$ cat src/core/rra_map.vh
// Purpose: register offsets, field positions, reset values, mode codes and response codes
// Assumes: word-indexed register offsets, byte address is four times the index
// Notes:   definitions only
`ifndef RRA_MAP_VH
`define RRA_MAP_VH

// register indices; byte address = index * 4
`define RRA_IDX_START_LO     8'h0c
`define RRA_IDX_START_HI     8'h0d
`define RRA_IDX_ROT_CTRL     8'h1b
`define RRA_IDX_STRIDE       8'h1c
`define RRA_IDX_GEOM         8'h20
`define RRA_IDX_STATUS       8'h21
`define RRA_ADDR_START_LO    12'h030
`define RRA_ADDR_START_HI    12'h034
`define RRA_ADDR_ROT_CTRL    12'h06c
`define RRA_ADDR_STRIDE      12'h070
`define RRA_ADDR_GEOM        12'h080
`define RRA_ADDR_STATUS      12'h084

// rotation control fields
`define RRA_ROT_EN_BIT       7
`define RRA_ROT_SEL_BIT      6
`define RRA_ROT_DIV_HI       1
`define RRA_ROT_DIV_LO       0
`define RRA_ROT_CTRL_MASK    8'hc3

// reset values
`define RRA_RST_START        16'h0000
`define RRA_RST_ROT_CTRL     8'h00
`define RRA_RST_STRIDE       8'h00
`define RRA_RST_LINES        8'h10
`define RRA_RST_BYTES        8'h08

// mode codes
`define RRA_MODE_LAND        2'b00
`define RRA_MODE_PRIM        2'b01
`define RRA_MODE_SEC         2'b10

// axi responses
`define RRA_RESP_OKAY        2'b00
`define RRA_RESP_SLVERR      2'b10

`endif

$ cat src/core/rra_skid.v
// Purpose: two-entry buffer with valid and ready on both sides
// Assumes: one clock, asynchronous active-low reset, clock enable
// Notes:   in_ready depends only on fill level, so no combinational path
`timescale 1ns/1ns
module rra_skid #(
    parameter WIDTH = 16
) (
    // clock and reset
    input  wire             core_clk_in,
    input  wire             arst_n_in,
    input  wire             clk_en_in,
    // filling side
    input  wire             in_valid_in,
    output wire             in_ready_out,
    input  wire [WIDTH-1:0] in_data_in,
    // draining side
    output wire             out_valid_out,
    input  wire             out_ready_in,
    output wire [WIDTH-1:0] out_data_out
);
    reg [WIDTH-1:0] mem_q [0:1];
    reg             wp_q;
    reg             rp_q;
    reg [1:0]       cnt_q;
    wire            push;
    wire            pop;

    assign in_ready_out  = (cnt_q != 2'd2);
    assign out_valid_out = (cnt_q != 2'd0);
    assign out_data_out  = mem_q[rp_q];
    assign push = in_valid_in && in_ready_out;
    assign pop  = out_valid_out && out_ready_in;

    always @(posedge core_clk_in or negedge arst_n_in) begin
        if (!arst_n_in) begin
            wp_q     <= 1'b0;
            rp_q     <= 1'b0;
            cnt_q    <= 2'd0;
            mem_q[0] <= {WIDTH{1'b0}};
            mem_q[1] <= {WIDTH{1'b0}};
        end else if (clk_en_in) begin
            if (push) begin
                mem_q[wp_q] <= in_data_in;
                wp_q        <= ~wp_q;
            end
            if (pop) begin
                rp_q <= ~rp_q;
            end
            if (push && !pop) begin
                cnt_q <= cnt_q + 2'd1;
            end else if (pop && !push) begin
                cnt_q <= cnt_q - 2'd1;
            end
        end
    end
endmodule

$ cat src/core/rra_core.v
// Purpose: rotated display-refresh address generator with AXI4-Lite registers
// Assumes: memory clock is the core clock; pixel strobe derived by divider
// Notes:   addresses leave through a two-entry buffer toward the memory port
// Function
// - enable=1, variant=0 selects the primary rotation mode.
// - enable=1, variant=1 selects the secondary rotation mode.
// - exactly two rotated variants, both done in refresh hardware.
// - rotated fetch order is B, D, A, C of host image.
// - each rotated frame starts at refresh start address (corner B).
// - primary mode steps lines by stride bytes (virtual width).
// - secondary mode steps lines by stride (actual width), no virtual image.
// - start address plus one pans one byte horizontally.
// - primary vertical pan is two lines per twice the stride.
// - secondary mode: one stride added pans exactly one line.
// - no split screen when rotated; single region from start address.
// - enable=0 gives landscape refresh, variant bit ignored.
// - divide select gives /1,/2,/4,/8 when rotated, landscape always /1; secondary memory clock at least twice pixel.
`timescale 1ns/1ns
`include "rra_map.vh"
module rra_core #(
    parameter AW = 16
) (
    // clock, reset, enable
    input  wire          core_clk_in,
    input  wire          arst_n_in,
    input  wire          clk_en_in,
    // axi4-lite write address
    input  wire          s_axi_awvalid,
    output reg           s_axi_awready,
    input  wire [11:0]   s_axi_awaddr,
    // axi4-lite write data
    input  wire          s_axi_wvalid,
    output reg           s_axi_wready,
    input  wire [31:0]   s_axi_wdata,
    input  wire [3:0]    s_axi_wstrb,
    // axi4-lite write response
    output reg           s_axi_bvalid,
    input  wire          s_axi_bready,
    output reg  [1:0]    s_axi_bresp,
    // axi4-lite read address
    input  wire          s_axi_arvalid,
    output reg           s_axi_arready,
    input  wire [11:0]   s_axi_araddr,
    // axi4-lite read data
    output reg           s_axi_rvalid,
    input  wire          s_axi_rready,
    output reg  [31:0]   s_axi_rdata,
    output reg  [1:0]    s_axi_rresp,
    // refresh fetch address stream to display buffer
    output reg           fetch_valid_out,
    input  wire          fetch_ready_in,
    output reg  [AW-1:0] fetch_addr_out,
    // status pins
    output reg           pixel_stb_out,
    output reg           frame_start_out,
    output reg  [1:0]    mode_out
);
    // registers
    reg [15:0]   start_q;
    reg [7:0]    rot_ctrl_q;
    reg [7:0]    stride_q;
    reg [7:0]    lines_q;
    reg [7:0]    bytes_q;
    // frame-latched shadows
    reg [7:0]    f_stride_q;
    reg [1:0]    f_mode_q;
    // walk state
    reg [AW-1:0] col_base_q;
    reg [AW-1:0] addr_q;
    reg [7:0]    line_q;
    reg [7:0]    col_q;
    reg          busy_q;
    reg [1:0]    st_q;
    reg [2:0]    div_q;
    reg [15:0]   frames_q;
    // write channel holding
    reg          aw_have_q;
    reg          w_have_q;
    reg [11:0]   aw_addr_q;
    reg [31:0]   w_data_q;
    reg [3:0]    w_strb_q;

    localparam ST_IDLE  = 2'd0;
    localparam ST_FRAME = 2'd1;
    localparam ST_WALK  = 2'd2;

    wire          buf_in_ready;
    wire          buf_out_valid;
    wire [AW-1:0] buf_out_data;
    wire          gen_valid;
    wire          gen_push;
    wire [1:0]    cur_mode;
    wire [3:0]    div_lim;
    wire          pix_tick;
    wire          wr_go;

    function [1:0] mode_of;
        input [7:0] ctrl;
        begin
            if (!ctrl[`RRA_ROT_EN_BIT]) begin
                mode_of = `RRA_MODE_LAND;
            end else if (!ctrl[`RRA_ROT_SEL_BIT]) begin
                mode_of = `RRA_MODE_PRIM;
            end else begin
                mode_of = `RRA_MODE_SEC;
            end
        end
    endfunction

    function [31:0] reg_rd;
        input [11:0] a;
        begin
            case (a)
                `RRA_ADDR_START_LO: reg_rd = {24'h000000, start_q[7:0]};
                `RRA_ADDR_START_HI: reg_rd = {24'h000000, start_q[15:8]};
                `RRA_ADDR_ROT_CTRL: reg_rd = {24'h000000, rot_ctrl_q};
                `RRA_ADDR_STRIDE:   reg_rd = {24'h000000, stride_q};
                `RRA_ADDR_GEOM:     reg_rd = {16'h0000, bytes_q, lines_q};
                `RRA_ADDR_STATUS:   reg_rd = {frames_q, 8'h00, 4'h0, busy_q,
                                              1'b0, f_mode_q};
                default:            reg_rd = 32'h00000000;
            endcase
        end
    endfunction

    function mapped;
        input [11:0] a;
        begin
            mapped = (a == `RRA_ADDR_START_LO) || (a == `RRA_ADDR_START_HI) ||
                     (a == `RRA_ADDR_ROT_CTRL) || (a == `RRA_ADDR_STRIDE) ||
                     (a == `RRA_ADDR_GEOM) || (a == `RRA_ADDR_STATUS);
        end
    endfunction

    assign cur_mode = mode_of(rot_ctrl_q);
    assign wr_go    = aw_have_q && w_have_q && !s_axi_bvalid;

    // pixel divide 1/2/4/8 when rotated, landscape fixed at 1; secondary code 00 still divides by 2
    assign div_lim = (f_mode_q == `RRA_MODE_SEC && rot_ctrl_q[1:0] == 2'b00) ? 4'd1 :
                     (f_mode_q == `RRA_MODE_LAND) ? 4'd0 :
                     ((4'd1 << rot_ctrl_q[1:0]) - 4'd1);
    assign pix_tick = ({1'b0, div_q} == div_lim);
    assign gen_valid = (st_q == ST_WALK) && pix_tick;
    assign gen_push  = gen_valid && buf_in_ready;

    // register bus
    always @(posedge core_clk_in or negedge arst_n_in) begin
        if (!arst_n_in) begin
            s_axi_awready <= 1'b0;
            s_axi_wready  <= 1'b0;
            s_axi_bvalid  <= 1'b0;
            s_axi_bresp   <= `RRA_RESP_OKAY;
            s_axi_arready <= 1'b0;
            s_axi_rvalid  <= 1'b0;
            s_axi_rdata   <= 32'h00000000;
            s_axi_rresp   <= `RRA_RESP_OKAY;
            aw_have_q     <= 1'b0;
            w_have_q      <= 1'b0;
            aw_addr_q     <= 12'h000;
            w_data_q      <= 32'h00000000;
            w_strb_q      <= 4'h0;
            start_q       <= `RRA_RST_START;
            rot_ctrl_q    <= `RRA_RST_ROT_CTRL;
            stride_q      <= `RRA_RST_STRIDE;
            lines_q       <= `RRA_RST_LINES;
            bytes_q       <= `RRA_RST_BYTES;
        end else if (clk_en_in) begin
            s_axi_awready <= !aw_have_q && !s_axi_awready && s_axi_awvalid;
            s_axi_wready  <= !w_have_q && !s_axi_wready && s_axi_wvalid;
            if (s_axi_awvalid && s_axi_awready) begin
                aw_have_q <= 1'b1;
                aw_addr_q <= s_axi_awaddr;
            end
            if (s_axi_wvalid && s_axi_wready) begin
                w_have_q <= 1'b1;
                w_data_q <= s_axi_wdata;
                w_strb_q <= s_axi_wstrb;
            end
            if (wr_go) begin
                aw_have_q    <= 1'b0;
                w_have_q     <= 1'b0;
                s_axi_bvalid <= 1'b1;
                s_axi_bresp  <= mapped(aw_addr_q) ? `RRA_RESP_OKAY : `RRA_RESP_SLVERR;
                if (w_strb_q[0]) begin
                    case (aw_addr_q)
                        `RRA_ADDR_START_LO: start_q[7:0]  <= w_data_q[7:0];
                        `RRA_ADDR_START_HI: start_q[15:8] <= w_data_q[7:0];
                        // reserved bits held at zero
                        `RRA_ADDR_ROT_CTRL: rot_ctrl_q <= w_data_q[7:0] & `RRA_ROT_CTRL_MASK;
                        `RRA_ADDR_STRIDE:   stride_q   <= w_data_q[7:0];
                        `RRA_ADDR_GEOM:     lines_q    <= w_data_q[7:0];
                        default:            lines_q    <= lines_q;
                    endcase
                end
                if (w_strb_q[1] && aw_addr_q == `RRA_ADDR_GEOM) begin
                    bytes_q <= w_data_q[15:8];
                end
            end else if (s_axi_bvalid && s_axi_bready) begin
                s_axi_bvalid <= 1'b0;
            end
            s_axi_arready <= !s_axi_arready && !s_axi_rvalid && s_axi_arvalid;
            if (s_axi_arvalid && s_axi_arready) begin
                s_axi_rvalid <= 1'b1;
                s_axi_rdata  <= reg_rd(s_axi_araddr);
                s_axi_rresp  <= mapped(s_axi_araddr) ? `RRA_RESP_OKAY : `RRA_RESP_SLVERR;
            end else if (s_axi_rvalid && s_axi_rready) begin
                s_axi_rvalid <= 1'b0;
            end
        end
    end

    // refresh walk
    always @(posedge core_clk_in or negedge arst_n_in) begin
        if (!arst_n_in) begin
            st_q       <= ST_IDLE;
            f_stride_q <= `RRA_RST_STRIDE;
            f_mode_q   <= `RRA_MODE_LAND;
            col_base_q <= {AW{1'b0}};
            addr_q     <= {AW{1'b0}};
            line_q     <= 8'h00;
            col_q      <= 8'h00;
            busy_q     <= 1'b0;
            div_q      <= 3'd0;
            frames_q   <= 16'h0000;
        end else if (clk_en_in) begin
            if (st_q == ST_WALK && !pix_tick) begin
                div_q <= div_q + 3'd1;
            end else if (gen_push || st_q != ST_WALK) begin
                div_q <= 3'd0;
            end
            case (st_q)
                ST_IDLE: begin
                    busy_q <= 1'b0;
                    st_q   <= ST_FRAME;
                end
                ST_FRAME: begin
                    // shadow at frame start; single region
                    f_stride_q <= stride_q;
                    f_mode_q   <= cur_mode;
                    col_base_q <= start_q[AW-1:0];
                    addr_q     <= start_q[AW-1:0];
                    line_q     <= 8'h00;
                    col_q      <= 8'h00;
                    busy_q     <= 1'b1;
                    frames_q   <= frames_q + 16'h0001;
                    st_q       <= ST_WALK;
                end
                ST_WALK: begin
                    if (gen_push) begin
                        if (col_q == lines_q - 8'h01) begin
                            col_q <= 8'h00;
                            if (line_q == bytes_q - 8'h01) begin
                                st_q <= ST_IDLE;
                            end else begin
                                line_q <= line_q + 8'h01;
                                if (f_mode_q == `RRA_MODE_LAND) begin
                                    addr_q <= addr_q + {{(AW-1){1'b0}}, 1'b1};
                                end else begin
                                    // next column walks leftward, B toward A
                                    col_base_q <= col_base_q - {{(AW-1){1'b0}}, 1'b1};
                                    addr_q     <= col_base_q - {{(AW-1){1'b0}}, 1'b1};
                                end
                            end
                        end else begin
                            col_q <= col_q + 8'h01;
                            if (f_mode_q == `RRA_MODE_LAND) begin
                                addr_q <= addr_q + {{(AW-1){1'b0}}, 1'b1};
                            end else begin
                                // step by stride; B down to D
                                // pan follows from start and stride
                                addr_q <= addr_q + {{(AW-8){1'b0}}, f_stride_q};
                            end
                        end
                    end
                end
                default: st_q <= ST_IDLE;
            endcase
        end
    end

    rra_skid #(
        .WIDTH (AW)
    ) u_buf (
        .core_clk_in   (core_clk_in),
        .arst_n_in     (arst_n_in),
        .clk_en_in     (clk_en_in),
        .in_valid_in   (gen_valid),
        .in_ready_out  (buf_in_ready),
        .in_data_in    (addr_q),
        .out_valid_out (buf_out_valid),
        .out_ready_in  (fetch_ready_in || !fetch_valid_out),
        .out_data_out  (buf_out_data)
    );

    // registered outputs
    always @(posedge core_clk_in or negedge arst_n_in) begin
        if (!arst_n_in) begin
            fetch_valid_out <= 1'b0;
            fetch_addr_out  <= {AW{1'b0}};
            pixel_stb_out   <= 1'b0;
            frame_start_out <= 1'b0;
            mode_out        <= `RRA_MODE_LAND;
        end else if (clk_en_in) begin
            if (fetch_ready_in || !fetch_valid_out) begin
                fetch_valid_out <= buf_out_valid;
                fetch_addr_out  <= buf_out_data;
            end
            pixel_stb_out   <= gen_push;
            frame_start_out <= (st_q == ST_FRAME);
            mode_out        <= f_mode_q;
        end
    end
endmodule

$ cat config.mk
export PLATFORM = sky130hd
export DESIGN_NAME = rra_core
export DESIGN_NICKNAME = d
export VERILOG_FILES = /design/src/core/rra_skid.v /design/src/core/rra_core.v
export VERILOG_INCLUDE_DIRS = /design/src /design/src/core
export SDC_FILE = /design/constraint.sdc
export NUM_CORES = 1
export LEC_CHECK = 0
export BUFFER_PORTS_ARGS = -buffer_cell sky130_fd_sc_hd__buf_2
export CAP_MARGIN = 10
export CORE_ASPECT_RATIO = 1.1
export CORE_MARGIN = 8
export CORE_UTILIZATION = 60
export CTS_CLUSTER_DIAMETER = 200
export DETAILED_ROUTE_END_ITERATION = 6
export PLACE_DENSITY = 0.91
export REMOVE_ABC_BUFFERS = 1
export SLEW_MARGIN = 15
export SYNTH_ARGS = -nofsm -noshare
export SYNTH_HDL_FRONTEND = slang
export SYNTH_HIERARCHICAL = 1
export SYNTH_SLANG_ARGS = --single-unit
$ cat constraint.sdc
create_clock -name core_clk_in -period 3.5 [get_ports core_clk_in]
set_clock_uncertainty 0.05 [all_clocks]
set_input_delay 0.35 -clock core_clk_in [delete_from_list [all_inputs] [get_ports core_clk_in]]
set_output_delay 0.35 -clock core_clk_in [all_outputs]
set_load 0.02 [all_outputs]
* Word level (Yosys, flattened, before mapping)
Cells that the tools add are included.
** Word-level totals
- Flip-flop bits (word level) :: 254
- Output and inout bits :: 62
- Input port bits :: 69
- Logic and storage cells :: 216
** Operators by class
- Add/subtract/negate cells :: 12
- Muxes and demuxes :: 48
- Reductions and logical operators :: 83
- Shift-type cells :: 1
- Bitwise gates (word level) :: 4
- Eq/ne operators :: 26
- Magnitude comparators :: 3
** Operators with widths (count)
- 16-bit two-way mux :: 13
- 32-bit case mux with 6 select lines :: 1
- 16-bit case mux with 2 select lines :: 2
- 12-bit by 6-bit == test with 1-bit output (second input constant) :: 4
- 12-bit by 7-bit == test with 1-bit output (second input constant) :: 4
- 12-bit by 8-bit == test with 1-bit output (second input constant) :: 4
- 8-bit two-way mux :: 5
- 16-bit by 1-bit adder with 16-bit output (second input constant) :: 2
- 32-bit bitwise mux :: 1
- 8-bit case mux with 2 select lines :: 2
- 2-bit AND reduction :: 15
- 4-bit AND reduction :: 7
- 1-bit logical AND :: 22
- 2-bit two-way mux :: 9
- 2-bit nonzero test :: 9
- 16-bit by 8-bit adder with 16-bit output :: 1
- 8-bit by 1-bit adder with 8-bit output (second input constant) :: 2
- 16-bit demux with 1-bit select :: 1
- 8-bit == test :: 2
- 16-bit by 1-bit subtractor with 16-bit output (second input constant) :: 1
- 8-bit by 1-bit subtractor with 8-bit output (second input constant) :: 2
- 1-bit logical OR :: 12
- 1-bit logical NOT :: 11
- 2-bit inequality test (second input constant) :: 5
- 23 further kinds :: 40

* Logic depth before layout (Yosys ltp)
Gate-level depths: netlist (run 1).
- Word-level depth :: 11
- Mapped depth :: 11
- Gate-level depth less buffers :: 10

* Hierarchy
The synthesis (run 1) kept the hierarchy.
** By module, submodules not included
- rra_core :: sequential area each 5407.7 um2, area an instance 11710.0 um2, cells an instance 1147, times used 1
- rra_skid :: sequential area each 900.9 um2, area an instance 1665.3 um2, cells an instance 105, times used 1

* Least setup slack after synthesis (run 1)
Ideal clock, no wire load.
- Path kind :: register -> register
- Start :: reg st_q[0]
- End :: reg u_buf/mem_q[21] (netlist name)
- Period minus slack after synthesis :: 2721 ps
- Data required time :: 3325 ps
- Stages on the path, launching flop included :: 11
- Setup slack :: 779 ps
- Setup time :: 125 ps
- Arrival time :: 2546 ps
- Path through :: dfrtp_1 -> inv_1 -> ha_1 -> clkbuf_1 -> clkbuf_1 -> clkbuf_1 -> and2_1 -> and4b_1 -> buf_6 -> buf_12 -> mux2_4
** Between the ends
- Word-level cells in the longest chain between the ends :: 4
** RTL lines
- from (decl) :: RTL line rra_core.v:73 : reg [1:0] st_q;
- from (signal assigned) :: RTL line rra_core.v:215 : st_q <= ST_IDLE;
- from (signal assigned) :: RTL line rra_core.v:234 : st_q <= ST_FRAME;
- from (signal assigned) :: RTL line rra_core.v:246 : st_q <= ST_WALK;
- 2-bit == test :: RTL line rra_core.v:143 : assign gen_valid = (st_q == ST_WALK) && pix_tick;
- 1-bit logical AND :: RTL line rra_core.v:143
- net gen_valid :: RTL line rra_core.v:90 : wire gen_valid;
- 1-bit logical AND :: RTL line rra_skid.v:31 : assign push = in_valid_in && in_ready_out;
- 2-bit AND reduction (no line)
- to (signal, indexed assignment) :: RTL line rra_skid.v:43 : mem_q[wp_q] <= in_data_in;
- to (decl) :: RTL line rra_skid.v:21 : reg [WIDTH-1:0] mem_q [0:1];
The timed path passes the listed nets, and every way through them passes these cells.
A chain may end at the register's enable or synchronous reset.

* Worst setup path after layout (run 1)
- Start :: reg bytes_q[2]
- End :: reg addr_q[5]
** Between the ends
- Word-level cells in the longest chain between the ends :: 4
** RTL lines
- from (decl) :: RTL line rra_core.v:63 : reg [7:0] bytes_q;
- from (signal assigned) :: RTL line rra_core.v:166 : bytes_q <= `RRA_RST_BYTES;
- from (signal assigned) :: RTL line rra_core.v:196 : bytes_q <= w_data_q[15:8];
- 8-bit by 1-bit subtractor with 8-bit output :: RTL line rra_core.v:252 : if (line_q == bytes_q - 8'h01) begin
- 8-bit == test :: RTL line rra_core.v:252
- 3-bit inequality test (no line)
- 4-bit AND reduction (no line)
- to (signal assigned) :: RTL line rra_core.v:257 : addr_q <= addr_q + {{(AW-1){1'b0}}, 1'b1};
- to (signal assigned) :: RTL line rra_core.v:261 : addr_q <= col_base_q - {{(AW-1){1'b0}}, 1'b1};
- to (signal assigned) :: RTL line rra_core.v:267 : addr_q <= addr_q + {{(AW-1){1'b0}}, 1'b1};
- to (decl) :: RTL line rra_core.v:69 : reg [AW-1:0] addr_q;
Every way passes these cells.

==> flow_summary_export.csv, run 1 <==
group,metric,value,unit
place,dpl_cell_area,14300,µm²
logic_synthesis,synth.ff_latch_count,252,
pwr,irDropWorstVdd,617,µV
layout,areaGrowthSynthToFinish,13.5,%
sta,fmax,0.327,GHz
place,hpwl,23.6,mm
clock_network,worst_setup_hold_path_clk_slew,0.06,ns
sta,max_slew.worst_pin.slew,1.02,ns
route,finalWirelength,35.0,mm
critical_path,critical_path.most_common_cell,"or3_1",
floorplanning,chipHeight,173,µm
route,via_per_inst,6.43,
logic_synthesis,netlist_area,13400,µm²
status,outcome,"finished, final reports clean",
floorplanning,design.portCount,131,
worst_hold_path,timing.hold.worst_endpoint,"w_data_q[13]",
pwr,design_power_total,10400,µW
route,drt_iter0_drc,1184,
critical_path,setup.worst_path.start_class,"flop",
logic_synthesis,cells_taking_the_most_area_after_synthesis,"dfrtp_1 47%, mux2_2 11%, nand2_1 4.2%",
clock_network,cts_inserted_buffers,25,
sta,min_period_over_period,87.4,%
logic_synthesis,yosys.cell_count.top_type,"dfrtp_1",
grt,first_global_vias,11000,
worst_hold_path,min_delay_src,"s_axi_wdata[13]",
floorplanning,rows,57,
grt,grt_pass1_wl,56.8,mm
critical_path,r2r-end,"addr_q[5]",
sta,setup-tns-final,0,ns
route,drcViolationCount,0,
clock_network,worst_skew_pair.late_latency,0.53,ns
logic_synthesis,ys.flop_type,"dfrtp_1",
floorplanning,start_util,60.9,%
logic_synthesis,synth_top_cells_by_count,"250 x dfrtp_1, 148 x nand2_1, 132 x mux2_2, 53 x nor2_1, 49 x o21ai_0",
worst_hold_path,min_delay_path_depth,2,
critical_path,crit_path_end_kind,"flop",
place,place_worst_setup_slack,0.506,ns
place,io_buffers,110,
critical_path,timing.reg2reg.worst_path_depth,7,
logic_synthesis,synthesis.area_per_instance,10.7,µm²
critical_path,critical-path-slowest-cell,"nor2_2",
clock_network,clockBufferDepth,3,
clock_network,tritoncts_clock_tree,"yes",
place,place.gp.congestion,0.940,
logic_synthesis,synth_cell_types,98,
logic_synthesis,fraction_of_synthesis_flops_using_an_asynchronous_set_or_reset_pin,100,%
logic_synthesis,synth-edff-count,0,
sta,unrepaired_setup_endpoints_after_global_routing,"false",
sta,setup_slack,0.440,ns
logic_synthesis,synth_top_cell_by_area,"dfrtp_1",
clock_network,tritoncts_num_sinks,252,
critical_path,crit_path_max_incr_delay,0.54,ns
layout,layout.cell_area.non_filler,15200,µm²
clock_network,post_cts_resized,0,
sta,final.hold.worst_slack,0.00824,ns
grt,grt_start_max_net_pins,76,
critical_path,worst_ep_required_time,3.86,ns
job,cap_viol_max_count,0,
sta,final-hold-violation-count,0,
route,detail_route.first_pass.iterations,7,
route,ant_nets,0,
floorplanning,core-area,22000,µm²
logic_synthesis,synth-seq-area-share,47.2,%
grt,grt_antenna_before_repair,0,
critical_path,worst-setup-path-type,"flop to flop",
floorplanning,overall_die_area,27300,µm²
grt,grt_overflow_total,0,
route,drt-wirelength-per-cell,21.0,µm
layout,antenna_cells_inserted,0,
critical_path,timing.critical_path.arrival,3.42,ns
clock_network,ctsHtreeMaxLevel,1,
sta,report.final.slew_viol_count,0,
logic_synthesis,synthDominantCellAreaShare,46.8,%
logic_synthesis,ys.warnings.count,6,
critical_path,timing.critical_path.cells,"or3_1 -> or3_1 -> xnor2_1 -> nor3_2 -> and4_1 -> nor2_2 -> mux2_2",
sta,setup_viol,0,
logic_synthesis,syn-instance-count,1252,
pwr,static-leakage-power,0.00701,µW
pwr,power_density,683,nW/µm²
sta,max-slew-margin-rel,31.9,%
route,vias,10700,
critical_path,reg2reg_from,"bytes_q[2]",
critical_path,reg2reg_setup_slack,0.44,ns
floorplanning,die_x,158,µm
worst_hold_path,holdCritPathClass,"input pin to flop",
layout,final_layout_size_suffix_gt1_share,27.1,%
grt,global_route.usage.total,25.4,%
sta,min_period,3.06,ns
clock_network,clock-root-buffer,"clkbuf_16",
layout,finalNetCount,1450,
critical_path,critPathMaxFanout,13,
worst max path at each step:
stage / depth (start not counted) / to / start
floorplan: 6 / addr_q[5] / st_q[0]
global placement: 9 / col_base_q[0] / lines_q[0]
detailed placement: 9 / col_base_q[0] / lines_q[0]
CTS: 7 / addr_q[5] / bytes_q[2]
global route: 9 / col_base_q[7] / lines_q[0]
finish: 7 / addr_q[5] / bytes_q[2]
worst max-delay path: cells and delay by family, from the launching register on:
kind,cells,cell delay [ns]
and+or+nand+nor,5,1.76
DFF,1,0.44
muxes,1,0.40
xor gates and xnor gates,1,0.29
placed cells by master, fill, tap and decap left out, drive strengths merged, types with 13 or more instances in the layout:
cell type,Yosys,routed
a22o,21,21
ha,21,21
nor3,31,31
xnor2,38,38
inv,30,30
and3,16,16
mux2i,22,22
o21ai,59,59
nand3,43,43
a31oi,24,24
xor2,26,26
mux2,144,144
nor2,54,54
buf,22,144
clkbuf,44,31
nand4,13,13
dfrtp,250,250
a21oi,34,34
or3,16,16
nand2,148,148
a211oi,14,14
layout make-up:
class,count,area [µm²]
timing repair buffer,145,863
sequential,252,6310
tap,295,369
clock inverter,12,193
inverter,30,113
clock buffer,31,678
fill,1512,6790
multi-input combinational,905,6650
power by group:
group	internal, µW	switching [µW]	total (µW)
Sequential	3600	782	4380
Clock	1740	1150	2880
Combinational	1430	1680	3100
Total	6760	3610	10400
registers in the layout, summed over array words and instances (netlist names), 12 cells and up:
register / flops
s_axi_rdata: 32
w_data_q: 16
frames_q: 16
aw_addr_q: 12
u_buf/mem_q: 32
addr_q: 16
start_q: 16
col_base_q: 16
fetch_addr_out: 16
layer usage:
metal  track usage (%)  wire length [µm]  share of wire (%)
met1              31.6             13500                 39
met2              43.2             17300                 50
met3              4.61              2840                8.1
met4              9.32              1350                3.9
met5                 0                 0                  0
stage by stage:
step                      util, %  instances
after floorplan                 -       1187
after global placement       65.1       1626
after detailed placement     65.1       1626
after CTS                    69.1       1670
after global routing         69.1       1670
final                        69.1       1670
cells by family (layout without fill, tap and decap cells):
logic type,count (synthesis),in the layout,share of synthesized area [%]
AND/OR/NAND/NOR,391,391,14.9
AO/OA/AOI/OAI,260,260,14.3
flip-flops,252,252,47.2
multiplexers,166,166,14.1
buffers and inverters,96,218,3.19
XOR/XNOR,64,64,4.25
adder cells (fa/ha/maj),22,22,2.11
other,1,2,0.0280
timing repair:
action                                 4_1_cts  5_1_grt
endpoints found under the hold margin       70        0
buffers inserted                             0        0
hold buffers                                 1        0
No activity file was read; power rests on OpenSTA's default activity.
==> run 2: changes to the inputs <==
- CORE_UTILIZATION: 60 -> 62
- CTS_BUF_LIST: default -> sky130_fd_sc_hd__clkbuf_8
- PLACE_DENSITY: 0.91 -> 0.93
- SLEW_MARGIN: 15 -> default
==> run 2 against run 1 <==
- maximum frequency down 1.9%
- sequential cell count did not move
- clock-buffer cell count is 24 higher
- total power shrank 1.1%
- critical path type unchanged
- hold slack gained 0.017 ns
==> flow_summary_export.csv, run 2 (synthesis results as in run 1) <==
group,metric,value,unit
floorplanning,rows,56,
layout,layoutNonFillerInstCount,1725,
floorplanning,design.portCount,131,
clock_network,worst_skew_pair.late_latency,0.58,ns
sta,min_period,3.12,ns
grt,first_global_vias,11600,
place,dpl_cell_area,14300,µm²
pwr,sequentialPowerShare,42.9,%
floorplanning,overall_die_area,26500,µm²
clock_network,clock-root-buffer,"clkbuf_8",
route,detail_route.first_pass.iterations,7,
sta,max_slew.worst_pin.slew,1.02,ns
critical_path,r2r-end,"col_base_q[0]",
layout,final_layout_size_suffix_gt1_share,27.6,%
critical_path,timing.critical_path.arrival,3.51,ns
sta,setup-tns-final,0,ns
floorplanning,die_x,156,µm
worst_hold_path,min_delay_src,"s_axi_awvalid",
pwr,netSwitchingPower,3720,µW
place,dp.cells,1619,
grt,global_route.usage.total,28.6,%
worst_hold_path,holdCritPathClass,"input pin to flop",
layout,finalNetCount,1496,
sta,min_period_over_period,89.1,%
job,cap_viol_max_count,0,
route,ant_nets,0,
layout,layout.cells.most_common,"dfrtp_1",
floorplanning,start_util,63.0,%
critical_path,crit_path_end_kind,"flop",
critical_path,setup.worst_path.start_class,"flop",
route,finalWirelength,37.4,mm
layout,reg.largest.list,"s_axi_rdata (32), u_buf/mem_q (32)",
status,outcome,"finished, final reports clean",
pwr,irDropWorstVdd,417,µV
floorplanning,chipHeight,170,µm
critical_path,critPathMaxFanout,16,
clock_network,tritoncts_clock_tree,"yes",
clock_network,post_cts_resized,0,
pwr,power.switching_fraction,36.3,%
pwr,p_comb_share,30.5,%
route,via_per_inst,6.49,
sta,max-slew-margin-rel,31.9,%
pwr,static-leakage-power,0.00720,µW
critical_path,reg2reg_from,"lines_q[0]",
route,vias,11200,
sta,fmax,0.321,GHz
worst_hold_path,timing.hold.worst_endpoint,"s_axi_awready",
clock_network,worst_setup_hold_path_clk_slew,0.06,ns
grt,grt_overflow_total,0,
grt,grt_start_max_net_pins,99,
critical_path,worst_ep_required_time,3.89,ns
grt,grt_pass1_wl,61.2,mm
place,hpwl,23.8,mm
critical_path,reg2reg_setup_slack,0.38,ns
layout,layout.cells.most_common_list,"250 x dfrtp_1, 148 x nand2_1, 132 x mux2_2",
route,drt-wirelength-per-cell,21.7,µm
sta,setup_slack,0.383,ns
pwr,power.internal,6540,µW
place,place_worst_setup_slack,0.456,ns
clock_network,tritoncts_num_sinks,252,
layout,areaGrowthSynthToFinish,15.6,%
sta,setup_viol,0,
sta,unrepaired_setup_endpoints_after_global_routing,"false",
pwr,power_density,663,nW/µm²
sta,report.final.slew_viol_count,0,
place,place.gp.congestion,0.933,
floorplanning,core-area,21200,µm²
clock_network,ctsHtreeMaxLevel,2,
sta,final-hold-violation-count,0,
worst_hold_path,min_delay_path_depth,3,
pwr,power.clock.fraction,26.7,%
layout,final_core_util,72.8,%
clock_network,clockBufferDepth,3,
critical_path,worst-setup-path-type,"flop to flop",
critical_path,timing.reg2reg.worst_path_depth,9,
route,drt_iter0_drc,1099,
layout,layout.cell_area.non_filler,15500,µm²
grt,grt_antenna_before_repair,0,
place,io_buffers,110,
route,drcViolationCount,0,
clock_network,cts_inserted_buffers,42,
-- run 2: cell types whose count changed in the layout (fill, tap and decap cells not counted), sizes merged --
cell         delta
dlygate4sd3    +31
clkbuf         +24
inv            +11
bufinv          -4
clkinvlp        -3
buf             -2
clkinv          +2
diode           +1
-- run 2: cell type report --
| type | instances | area, µm² |
|---|---|---|
| Inverter | 30 | 113 |
| Timing Repair Buffer | 174 | 1150 |
| Tap cell | 290 | 363 |
| Sequential cell | 252 | 6310 |
| Fill cell | 1355 | 5770 |
| Clock inverter | 18 | 121 |
| Multi-Input combinational cell | 905 | 6650 |
| Clock buffer | 55 | 757 |
| Antenna cell | 1 | 2.50 |
-- run 2: worst max path at each step --
stage	startpoint	end	slack, ns
6_report	lines_q[0]	col_base_q[0]	0.38
5_1_grt	lines_q[0]	line_q[6]	0.18
4_1_cts	lines_q[0]	col_base_q[0]	0.46
3_5_place_dp	lines_q[0]	col_base_q[0]	0.46
3_3_place_gp	lines_q[0]	col_base_q[0]	0.56
2_1_floorplan	st_q[0]	addr_q[5]	-0.75
-- run 2: per-layer routing --
layer	global-route usage, %	vias to the layer above	share of wire, %
met5	0	-	0
met4	13.5	0	4.2
met3	5.94	163	9.8
met2	48.8	710	50
met1	34.2	5440	36
li1	-	4875	-
-- run 2: per-stage QoR --
| step | hold slack [ns] | power (µW) |
|---|---|---|
| final | 0.0257 | 10300 |
| after global routing | 0.0379 | 10800 |
| after CTS | 0.00515 | 10200 |
| after detailed placement | 0.391 | 7390 |
| after global placement | 0.385 | 7180 |
| after floorplan | 0.00441 | 6390 |
-- run 2: worst max-delay path, cell delays in order, from the launching register on --
cell	delay, ns
dfrtp_1	0.47
inv_1	0.09
ha_1	0.18
nor3b_1	0.31
a21oi_1	0.17
nor4b_4	0.38
o2111ai_4	0.42
a21oi_1	0.51
o221ai_1	0.17
a31o_2	0.23
-- run 2: timing repair --
action                    4_1_cts  5_1_grt
buffers inserted                0        0
hold endpoints to repair      124        0
hold buffers                   32        0
-- run 2: power groups by stage --
stage	logic (µW)	registers [µW]	clock network [µW]
6_report	3130	4400	2740
3_3_place_gp	2860	4320	0
2_1_floorplan	2100	4280	0
5_1_grt	3380	4490	2890
3_5_place_dp	3000	4390	0
4_1_cts	3080	4360	2750
